File: src/verilog/tmx_regs.vh
// Constants for the translation-miss exception unit.
// Assumes a 32-bit address space with 4 KB pages and a 2 GB user range.
`ifndef TMX_REGS_VH
`define TMX_REGS_VH

// Register offsets on the plain register port
`define OFF_STATUS      4'h0
`define OFF_CAUSE       4'h1
`define OFF_RET_PC      4'h2
`define OFF_PTE_PTR     4'h3
`define OFF_BAD_ADDR    4'h4
`define OFF_IRQ_MASK    4'h5
`define OFF_EVT_STATUS  4'h6
`define OFF_EVT_MASK    4'h7
`define OFF_VEC_GENERAL 4'h8
`define OFF_VEC_USER    4'h9

// Page and segment layout
`define PAGE_SHIFT      12
`define VPN_WIDTH       19
`define USER_TOP_BIT    31
`define SEG_CACHED      3'h4
`define SEG_UNCACHED    3'h5

// Status stack fields: {old_ie, old_km, prev_ie, prev_km, cur_ie, cur_km}
`define ST_CUR_KM       0
`define ST_CUR_IE       1
`define ST_WIDTH        6
`define ST_RESET        6'h01

// Cause codes
`define CAUSE_INT       2'h0
`define CAUSE_TLB       2'h1
`define CAUSE_TRAP      2'h2

// Event status bits
`define EV_UMISS        0
`define EV_KMISS        1
`define EV_INT          2
`define EV_NEST         3
`define EV_WIDTH        4

// Reset values
`define VEC_GENERAL_RST 32'h8000_0080
`define VEC_USER_RST    32'h8000_0000
`endif

File: src/verilog/seg_decode.v
// Address segment decoder for translation.
// Assumes a 32-bit virtual address presented by the core.
`include "tmx_regs.vh"
module seg_decode (
  // Address
  input  wire [31:0] vaddr,
  // Classification
  output wire        is_user,
  output wire        is_unmapped
);
  assign is_user     = ~vaddr[`USER_TOP_BIT];
  assign is_unmapped = (vaddr[31:29] == `SEG_CACHED) | (vaddr[31:29] == `SEG_UNCACHED);
endmodule

File: src/verilog/stat_stack.v
// Three-level mode and interrupt-enable stack.
// Assumes push and pop never arrive together.
`include "tmx_regs.vh"
module stat_stack (
  // Clock and reset
  input  wire                 sys_clk,
  input  wire                 resetn,
  // Control
  input  wire                 push,
  input  wire                 pop,
  input  wire                 wr_en,
  input  wire [`ST_WIDTH-1:0] wr_data,
  // State
  output reg  [`ST_WIDTH-1:0] stack_r
);
  always @(posedge sys_clk) begin
    if (!resetn) begin
      stack_r <= `ST_RESET;
    end else if (push) begin
      stack_r <= {stack_r[3:0], 2'b01}; // [RQ9]
    end else if (pop) begin
      stack_r <= {stack_r[5:4], stack_r[5:2]}; // [RQ9]
    end else if (wr_en) begin
      stack_r <= wr_data;
    end
  end
endmodule

File: src/verilog/translation_miss_exceptions.v
// Exception-entry unit: translation misses, interrupts, status stack.
// Assumes the core presents translation requests and lookup results in one cycle.
//
// Summary of operation
// RQ1: No matching entry raises translation-miss exception.
// RQ2: User misses go to dedicated vector; nested ones use the general vector.
// RQ3: Unmapped kernel segments never consult translation.
// RQ4: Page-table pointer shows missing page entry.
// RQ5: Status holds three-deep mode/enable stack.
// RQ6: Nested exception overwrites return address.
// RQ7: Interrupts gated by unprioritised mask.
// RQ8: 4 KB pages over 2 GB user range.
// RQ9: Entry pushes kernel/disabled; return pops.
// RQ10: Interrupt needs unmasked input and enable.
`include "tmx_regs.vh"
module translation_miss_exceptions #(
  parameter IRQ_WIDTH = 6
) (
  // Clock and reset
  input  wire                 sys_clk,
  input  wire                 resetn,
  // Translation request
  input  wire                 xlate_valid,
  input  wire [31:0]          xlate_vaddr,
  input  wire [31:0]          xlate_pc,
  input  wire                 tlb_hit,
  output wire                 tlb_lookup,
  // Other traps and return
  input  wire                 trap_req,
  input  wire [31:0]          trap_pc,
  input  wire                 eret,
  // Interrupt inputs
  input  wire [IRQ_WIDTH-1:0] irq_in,
  input  wire [31:0]          cur_pc,
  // Exception entry to the core
  output reg                  exc_take,
  output reg  [31:0]          exc_vector,
  output wire                 kernel_mode,
  // Register port
  input  wire [3:0]           reg_addr,
  input  wire [31:0]          reg_wdata,
  input  wire                 reg_wr,
  input  wire                 reg_rd,
  output reg  [31:0]          reg_rdata,
  // Event interrupt
  output wire                 evt_irq
);
  wire                 is_user;
  wire                 is_unmapped;
  wire [`ST_WIDTH-1:0] stack_r;
  reg  [31:0]          ret_pc_r;
  reg  [31:0]          bad_addr_r;
  reg  [31:0]          pte_ptr_r;
  reg  [1:0]           cause_r;
  reg                  in_exc_r;
  reg  [IRQ_WIDTH-1:0] irq_mask_r;
  reg  [`EV_WIDTH-1:0] evt_stat_r;
  reg  [`EV_WIDTH-1:0] evt_mask_r;
  reg  [`EV_WIDTH-1:0] evt_set;
  reg  [31:0]          vec_gen_r;
  reg  [31:0]          vec_user_r;
  reg  [31:0]          reg_rdata_nxt;
  wire                 miss;
  wire                 irq_pend;
  wire                 take;
  wire                 st_wr;

  seg_decode u_seg (
    .vaddr       (xlate_vaddr),
    .is_user     (is_user),
    .is_unmapped (is_unmapped)
  );

  assign tlb_lookup = xlate_valid & ~is_unmapped;     // [RQ3]
  assign miss       = tlb_lookup & ~tlb_hit;          // [RQ1]
  assign irq_pend   = |(irq_in & irq_mask_r);         // [RQ7]
  assign take       = miss | trap_req | (irq_pend & stack_r[`ST_CUR_IE]); // [RQ10]
  assign st_wr      = reg_wr & (reg_addr == `OFF_STATUS);
  assign kernel_mode = stack_r[`ST_CUR_KM];

  stat_stack u_stack (
    .sys_clk (sys_clk),
    .resetn  (resetn),
    .push    (take),
    .pop     (eret & ~take),
    .wr_en   (st_wr),
    .wr_data (reg_wdata[`ST_WIDTH-1:0]),
    .stack_r (stack_r)
  ); // [RQ5]

  // Exception entry
  always @(posedge sys_clk) begin
    if (!resetn) begin
      exc_take   <= 1'b0;
      exc_vector <= 32'h0000_0000;
      ret_pc_r   <= 32'h0000_0000;
      bad_addr_r <= 32'h0000_0000;
      pte_ptr_r  <= 32'h0000_0000;
      cause_r    <= `CAUSE_INT;
      in_exc_r   <= 1'b0;
    end else begin
      exc_take <= take;
      if (take) begin
        in_exc_r <= 1'b1;
        if (miss) begin
          ret_pc_r   <= xlate_pc;                     // [RQ6]
          bad_addr_r <= xlate_vaddr;
          pte_ptr_r[31:`VPN_WIDTH+2] <= pte_ptr_r[31:`VPN_WIDTH+2];
          pte_ptr_r[`VPN_WIDTH+1:2]  <= xlate_vaddr[30:`PAGE_SHIFT]; // [RQ4] [RQ8]
          pte_ptr_r[1:0]             <= 2'b00;
          cause_r    <= `CAUSE_TLB;
          exc_vector <= (is_user & ~in_exc_r) ? vec_user_r : vec_gen_r; // [RQ2]
        end else if (trap_req) begin
          ret_pc_r   <= trap_pc;                      // [RQ6]
          cause_r    <= `CAUSE_TRAP;
          exc_vector <= vec_gen_r;
        end else begin
          ret_pc_r   <= cur_pc;                       // [RQ6]
          cause_r    <= `CAUSE_INT;
          exc_vector <= vec_gen_r;
        end
      end else if (eret) begin
        in_exc_r <= 1'b0;
      end
      if (reg_wr & (reg_addr == `OFF_PTE_PTR)) begin
        pte_ptr_r[31:`VPN_WIDTH+2] <= reg_wdata[31:`VPN_WIDTH+2];
      end
      if (reg_wr & (reg_addr == `OFF_RET_PC) & ~take) begin
        ret_pc_r <= reg_wdata;
      end
    end
  end

  // Event flags: set wins over clear
  always @* begin
    evt_set = {`EV_WIDTH{1'b0}};
    evt_set[`EV_UMISS] = miss & is_user;
    evt_set[`EV_KMISS] = miss & ~is_user;
    evt_set[`EV_INT]   = take & ~miss & ~trap_req;
    evt_set[`EV_NEST]  = take & in_exc_r;
  end

  always @(posedge sys_clk) begin
    if (!resetn) begin
      evt_stat_r <= {`EV_WIDTH{1'b0}};
      evt_mask_r <= {`EV_WIDTH{1'b0}};
      irq_mask_r <= {IRQ_WIDTH{1'b0}};
      vec_gen_r  <= `VEC_GENERAL_RST;
      vec_user_r <= `VEC_USER_RST;
    end else begin
      if (reg_wr & (reg_addr == `OFF_EVT_STATUS)) begin
        evt_stat_r <= (evt_stat_r & ~reg_wdata[`EV_WIDTH-1:0]) | evt_set;
      end else begin
        evt_stat_r <= evt_stat_r | evt_set;
      end
      if (reg_wr & (reg_addr == `OFF_EVT_MASK)) begin
        evt_mask_r <= reg_wdata[`EV_WIDTH-1:0];
      end
      if (reg_wr & (reg_addr == `OFF_IRQ_MASK)) begin
        irq_mask_r <= reg_wdata[IRQ_WIDTH-1:0];         // [RQ7]
      end
      if (reg_wr & (reg_addr == `OFF_VEC_GENERAL)) begin
        vec_gen_r <= reg_wdata;
      end
      if (reg_wr & (reg_addr == `OFF_VEC_USER)) begin
        vec_user_r <= reg_wdata;
      end
    end
  end

  assign evt_irq = |(evt_stat_r & evt_mask_r);

  // Read port
  always @* begin
    reg_rdata_nxt = 32'h0000_0000;
    case (reg_addr)
      `OFF_STATUS:      reg_rdata_nxt[`ST_WIDTH-1:0] = stack_r;
      `OFF_CAUSE:       reg_rdata_nxt[1:0] = cause_r;
      `OFF_RET_PC:      reg_rdata_nxt = ret_pc_r;
      `OFF_PTE_PTR:     reg_rdata_nxt = pte_ptr_r;
      `OFF_BAD_ADDR:    reg_rdata_nxt = bad_addr_r;
      `OFF_IRQ_MASK:    reg_rdata_nxt[IRQ_WIDTH-1:0] = irq_mask_r;
      `OFF_EVT_STATUS:  reg_rdata_nxt[`EV_WIDTH-1:0] = evt_stat_r;
      `OFF_EVT_MASK:    reg_rdata_nxt[`EV_WIDTH-1:0] = evt_mask_r;
      `OFF_VEC_GENERAL: reg_rdata_nxt = vec_gen_r;
      `OFF_VEC_USER:    reg_rdata_nxt = vec_user_r;
      default:          reg_rdata_nxt = 32'h0000_0000;
    endcase
  end

  always @(posedge sys_clk) begin
    if (!resetn) begin
      reg_rdata <= 32'h0000_0000;
    end else if (reg_rd) begin
      reg_rdata <= reg_rdata_nxt;
    end else begin
      reg_rdata <= 32'h0000_0000;
    end
  end
endmodule

File: config.mk
export PLATFORM = sky130hd
export DESIGN_NAME = translation_miss_exceptions
export DESIGN_NICKNAME = d
export VERILOG_FILES = /design/src/verilog/seg_decode.v /design/src/verilog/stat_stack.v /design/src/verilog/translation_miss_exceptions.v
export VERILOG_INCLUDE_DIRS = /design/src /design/src/verilog
export SDC_FILE = /design/constraint.sdc
export NUM_CORES = 1
export LEC_CHECK = 0
export BUFFER_PORTS_ARGS = -buffer_cell sky130_fd_sc_hd__buf_2
export CORE_UTILIZATION = 40
export DETAILED_ROUTE_END_ITERATION = 7
export GPL_TIMING_DRIVEN = 0
export SYNTH_ARGS = -nofsm -noshare
export SYNTH_HDL_FRONTEND = slang
export SYNTH_SLANG_ARGS = --single-unit
File: constraint.sdc
create_clock -name sys_clk -period 4.2 [get_ports sys_clk]
set_input_delay 0.42 -clock sys_clk [delete_from_list [all_inputs] [get_ports sys_clk]]
set_output_delay 0.42 -clock sys_clk [all_outputs]
set_load 0.005 [all_outputs]
======== Word-level counts from Yosys, hierarchy flattened ========
Index checks and enable logic that the tools add are counted.
storage, ports and cells
  bits in registers ....................... 246
  input port bits ......................... 178
  output and inout port bits .............. 68
  word-level logic and storage cells ...... 96
cells by class
  eq/ne operators ......................... 12
  mux-type cells .......................... 19
  bitwise operators ....................... 36
  reduce and logical (&&, ||, !) cells .... 12
operators with widths
  operator            number
  $mux 32             6
  $pmux 26 s5         1
  $pmux 2 s9          2
  $and 1x1->1         19
  $mux 6              3
  $eq 4x3->1 const B  4
  $pmux 2 s7          1
  $mux 11             1
  $and 4x4->4         2
  $eq 4x2->1 const B  2
  $eq 4x4->1 const B  2
  $not 1->1           8
  $or 4x4->4          2
  $reduce_bool 2->1   4
  $and 6x6->6         1
  $eq 3x3->1 const B  2
  $reduce_and 2->1    3
  $reduce_or 6->1     1
  $eq 4x1->1 const B  1
  $logic_not 4->1     1
  $mux 2              2
  $mux 4              1
  $not 4->4           1
  $reduce_or 4->1     1
  5 further kinds     8

======== Longest topological paths before layout ========
  depth in word-level cells ............... 11
  gate-level depth with buffers ........... 7
  depth with buffers taken out ............ 4

======== Modules after synthesis ========
From an unflattened synthesis, not the netlist that was laid out.
second synthesis, totals
  cells, all modules ...................... 1240
  area total of the unflattened synthesis .. 10491.3 µm²
by module, submodules not included
  module                       times used  cells an instance  area an instance (µm²)  seq. area each (µm²)
  translation_miss_exceptions  1           1205               10161.0                 4424.2
  stat_stack                   1           33                 312.8                   120.1
  seg_decode                   1           2                  17.5                    0.0

======== Least setup slack after synthesis ========
No wires, ideal clock.
  path type ............................... input -> register
  from .................................... input reg_addr[2]
  to ...................................... register ret_pc_r[27]
  library setup time ...................... 138 ps
  arrival time ............................ 1658 ps
  required time ........................... 4062 ps
  path slack .............................. 2404 ps
  stages on the path ...................... 6
  buffers on the path ..................... 2
  cell sequence ........................... buf_2 -> nor4b_4 -> nand2_2 -> buf_6 -> a2111oi_0 -> a211oi_1
on the way
  word-level cells in the longest chain between the ends .. 4
  elaborated cells between the ends (all ways) .. 5
  those cells by class .................... eq/ne (1); mux (1); bitwise (2); reduce/logical (1)
RTL lines
  element                                              line                               text
  start: declaration                                   translation_miss_exceptions.v:40   input wire [3:0] reg_addr,
  $eq 4x2->1 *                                         n/a
  $and 1x1->1 * (2 in series)                          translation_miss_exceptions.v:128  if (reg_wr & (reg_addr == `OFF_RET_PC) & ~take) begin
  $mux 32 / $reduce_bool 2->1 (equally long branches)  n/a
  end signal: assignment                               translation_miss_exceptions.v:114  ret_pc_r <= trap_pc;
  end signal: assignment                               translation_miss_exceptions.v:118  ret_pc_r <= cur_pc;
  end signal: assignment                               translation_miss_exceptions.v:129  ret_pc_r <= reg_wdata;
  end: declaration                                     translation_miss_exceptions.v:51   reg [31:0] ret_pc_r;
Every way passes the cells marked *; elsewhere a longest branch is shown, timed or not.
A chain may end at the register's enable or synchronous reset.

======== Final worst setup path ========
  from .................................... register irq_mask_r[0]
  to ...................................... register exc_vector[30]
on the way
  word-level cells in the longest chain between the ends .. 4
RTL lines
  element                   line                               text
  start: declaration        translation_miss_exceptions.v:56   reg [IRQ_WIDTH-1:0] irq_mask_r;
  start signal: assignment  translation_miss_exceptions.v:147  irq_mask_r <= {IRQ_WIDTH{1'b0}};
  start signal: assignment  translation_miss_exceptions.v:160  irq_mask_r <= reg_wdata[IRQ_WIDTH-1:0];
  $and 6x6->6               translation_miss_exceptions.v:76   assign irq_pend = |(irq_in & irq_mask_r);
  $reduce_or 6->1           translation_miss_exceptions.v:76
  $and 1x1->1               translation_miss_exceptions.v:77   assign take = miss | trap_req | (irq_pend & stack_r[`ST_CUR_IE]);
  $or 1x1->1                translation_miss_exceptions.v:77
  end signal: assignment    translation_miss_exceptions.v:112  exc_vector <= (is_user & ~in_exc_r) ? vec_user_r : vec_gen_r;
  end signal: assignment    translation_miss_exceptions.v:116  exc_vector <= vec_gen_r;
  end signal: assignment    translation_miss_exceptions.v:120  exc_vector <= vec_gen_r;
  end: declaration          translation_miss_exceptions.v:37   output reg [31:0] exc_vector,
Every way passes these cells.

==> results.sh <==
export IMPL_synth_most_common_cell="nand2_1"
export IMPL_fin_crit_ns=2.35
export IMPL_cellLeakagePower_uw=0.00495
export IMPL_wirelength_um=41400
export IMPL_die_w_um=163
export IMPL_muxShareOfSynthArea_pct=7.31
export IMPL_synthTopCellsByCount="nand2_1 (266), dfxtp_1 (227), a21oi_1 (194)"
export IMPL_seqPwrFrac_pct=44.4
export IMPL_antenna_cells=0
export IMPL_multi_input_area_sq_mm=0.00530
export IMPL_nNetsFinal=1703
export IMPL_synth_top_cell_by_area="dfxtp_1"
export IMPL_dieArea_sq_mm=0.0267
export IMPL_endpoint_kind="flip-flop"
export IMPL_synth_cell_area_sq_mm=0.0104
export IMPL_synth_edf_count=0
export IMPL_first_pass_iters=6
export IMPL_drt_iter0_markers=1086
export IMPL_worst_skew_pair_late_latency_ns=0.53
export IMPL_status="finished clean"
export IMPL_ff_latch_area_sq_mm=0.00454
export IMPL_grt_pass1_vias=10200
export IMPL_syn_to_final_growth_pct=23.7
export IMPL_grt_overflow=0
export IMPL_postCtsHoldBufs=0
export IMPL_cts_setup_buffers=0
export IMPL_yosys_warnings=0
export IMPL_grt_usage_pct=30.4
export IMPL_ir_worst_vdd_v=0.000253
export IMPL_cts_buffer_depth=3
export IMPL_criticalPathCategory="flip-flop to flip-flop"
export IMPL_worst_setup_path_start_kind="flip-flop"
export IMPL_fill_cells=2558
export IMPL_worstMarginPinSlew_ns=1.01
export IMPL_drive_above_1_share_pct=22.8
export IMPL_maxSlewViolCount=0
export IMPL_routed_via_density=5.86
export IMPL_cts_tree="yes"
export IMPL_skew_ns=0.0101
export IMPL_fin_area_sq_mm=0.0129
export IMPL_rsz0062_at_grt="false"
export IMPL_syn_inst=1256
export IMPL_cp_arrival_ns=2.79
export IMPL_synth_top_family_by_area="compound AO/OA/AOI/OAI gates"
export IMPL_dp_hpwl_um=29900
export IMPL_wl_per_cell_um=22.1
export IMPL_antenna_found_initial=0
export IMPL_period_share_pct=56.0
export IMPL_portBuffers=242
export IMPL_vias=11000
export IMPL_swShare_pct=25.9
export IMPL_synth_xor_area_share_pct=0
export IMPL_postCtsResizedCells=0
export IMPL_die_h_um=163
export IMPL_ys_async_sr_fraction_pct=0
export IMPL_synth_flop_cell="dfxtp_1"
export IMPL_finalSetupViolations=0
export IMPL_critPathRequiredTime_ns=4.64
export IMPL_drv_cap=0
export IMPL_p_int_uw=3830
export IMPL_placed_cells=1828
export IMPL_grt_max_degree=14
export IMPL_synthAdderAreaFrac_pct=0
export IMPL_hold_class="primary input to flip-flop"
export IMPL_cts_buffers=25
export IMPL_start_util_pct=41.0
export IMPL_yosysSeqAreaShare_pct=43.6
export IMPL_route_detailed_drc=0
export IMPL_crit_fanout=10
export IMPL_power_clock_fraction_pct=44.4
export IMPL_postSynthNetCount=1434
export IMPL_combPwrFrac_pct=11.2
export IMPL_synth_compound_area_share_pct=26.5
export IMPL_gp_congestion=0.909
export IMPL_synth_top_cell_area_share_pct=43.6
export IMPL_grt_pass1_wl_um=61000
export IMPL_p_sw_uw=1340
export IMPL_core_area_sq_mm=0.0254
export IMPL_tns_ns=0
export IMPL_synthSimpleGateAreaFrac_pct=17.1
export IMPL_ys_types=57
export IMPL_ys_ff_latch=227
export IMPL_powerDensity_mw_per_mm2=401
export IMPL_h_tree_depth=1
export IMPL_clk_pin_slew_ns=0.06
export IMPL_dpl_cell_area_sq_mm=0.0120
export IMPL_ios=246
export IMPL_cts_root_buf="clkbuf_16"
export IMPL_rows=58
export IMPL_clock_sinks=227
export IMPL_worst_slew_margin_rel_pct=32.8
export IMPL_yosys_top_cells_area="dfxtp_1 (44%), nand2_1 (9.6%), a21oi_1 (9.3%), mux2i_1 (7.2%), a211oi_1 (5.0%)"
export IMPL_ant_nets=0
export IMPL_stdcell_count=1871
export IMPL_hold_violations=0
export IMPL_fmax_ghz=0.425
export IMPL_syn_avg_cell_area_sq_um=8.30
## stage by stage
stage          hold slack, ns  worst slack, ns  utilization, %  total power (uW)
3_5_place_dp            0.451             1.75            47.4              2900
3_3_place_gp            0.445             1.75            47.4              2900
4_1_cts                 0.124             1.92            50.8              5160
2_1_floorplan           0.432             2.40               -              2620
6_report                0.129             1.85            50.8              5160
5_1_grt                 0.133             1.76            50.8              5320
## cell usage in the layout, fill, tap and decap left out, types with 11 or more instances in the layout
cell	n
a2111oi_0	33
a211oi_1	69
a21oi_1	194
a22oi_1	56
a31oi_1	30
and3_1	33
buf_2	288
clkbuf_1	73
clkbuf_16	25
dfxtp_1	227
mux2i_1	75
nand2_1	266
nand3_1	11
nor2_1	11
nor3_1	36
o21ai_0	16
## critical path, stage by stage (launching register included)
cell,delay (ns)
dfxtp_1,0.36
a22o_1,0.22
o31a_1,0.62
clkbuf_1,0.40
buf_2,0.36
nor3_1,0.08
a211oi_1,0.21
## sequential cells by signal, indices dropped and copies added, names as in the netlist
register / flops
reg_rdata: 32
in_exc_r: 1
cause_r: 2
evt_mask_r: 4
vec_gen_r: 32
exc_take: 1
bad_addr_r: 32
vec_user_r: 32
evt_stat_r: 4
ret_pc_r: 32
pte_ptr_r: 11
u_stack.stack_r: 6
exc_vector: 32
irq_mask_r: 6
## final timing paths
kind | cells past startpoint | end | slack, ns | startpoint
setup / recovery | 6 | exc_vector[30] | 1.85 | irq_mask_r[0]
setup reg to reg | 6 | exc_vector[30] | 1.85 | irq_mask_r[0]
hold / removal | 3 | bad_addr_r[0] | 0.13 | xlate_vaddr[0]
hold reg to reg | 2 | pte_ptr_r[23] | 0.46 | pte_ptr_r[23]
## cell families (layout without fill, tap and decap cells)
logic type,Yosys count,in the layout
AO/OA/AOI/OAI,431,431
buffers and inverters,129,414
flip-flops,227,227
multiplexers,76,76
AND/OR/NAND/NOR,393,393
## routing by layer
layer / GRT usage [%] / wire [um] / up-vias
met5: 0 / 0 / -
met4: 12.1 / 1620 / 0
met3: 4.82 / 3870 / 110
met2: 48.2 / 18500 / 579
met1: 41.1 / 17400 / 5171
li1: - / - / 5104
## power by group through the flow
stage	clock [uW]	combinational (uW)	sequential [uW]
final	2300	577	2290
after global routing	2390	623	2300
after CTS	2300	569	2290
after detailed placement	0	566	2340
after global placement	0	561	2340
after floorplan	0	307	2320
## layout make-up
cell class                 count  area share [%]
clock inverter                 8           0.941
sequential                   227            35.3
inverter                       4           0.116
tap                          330            3.20
timing repair buffer         242            9.40
clock buffer                  35            5.61
buffer                       125            4.35
multi-input combinational    900            41.1
No activity file was read; power rests on OpenSTA's default activity.
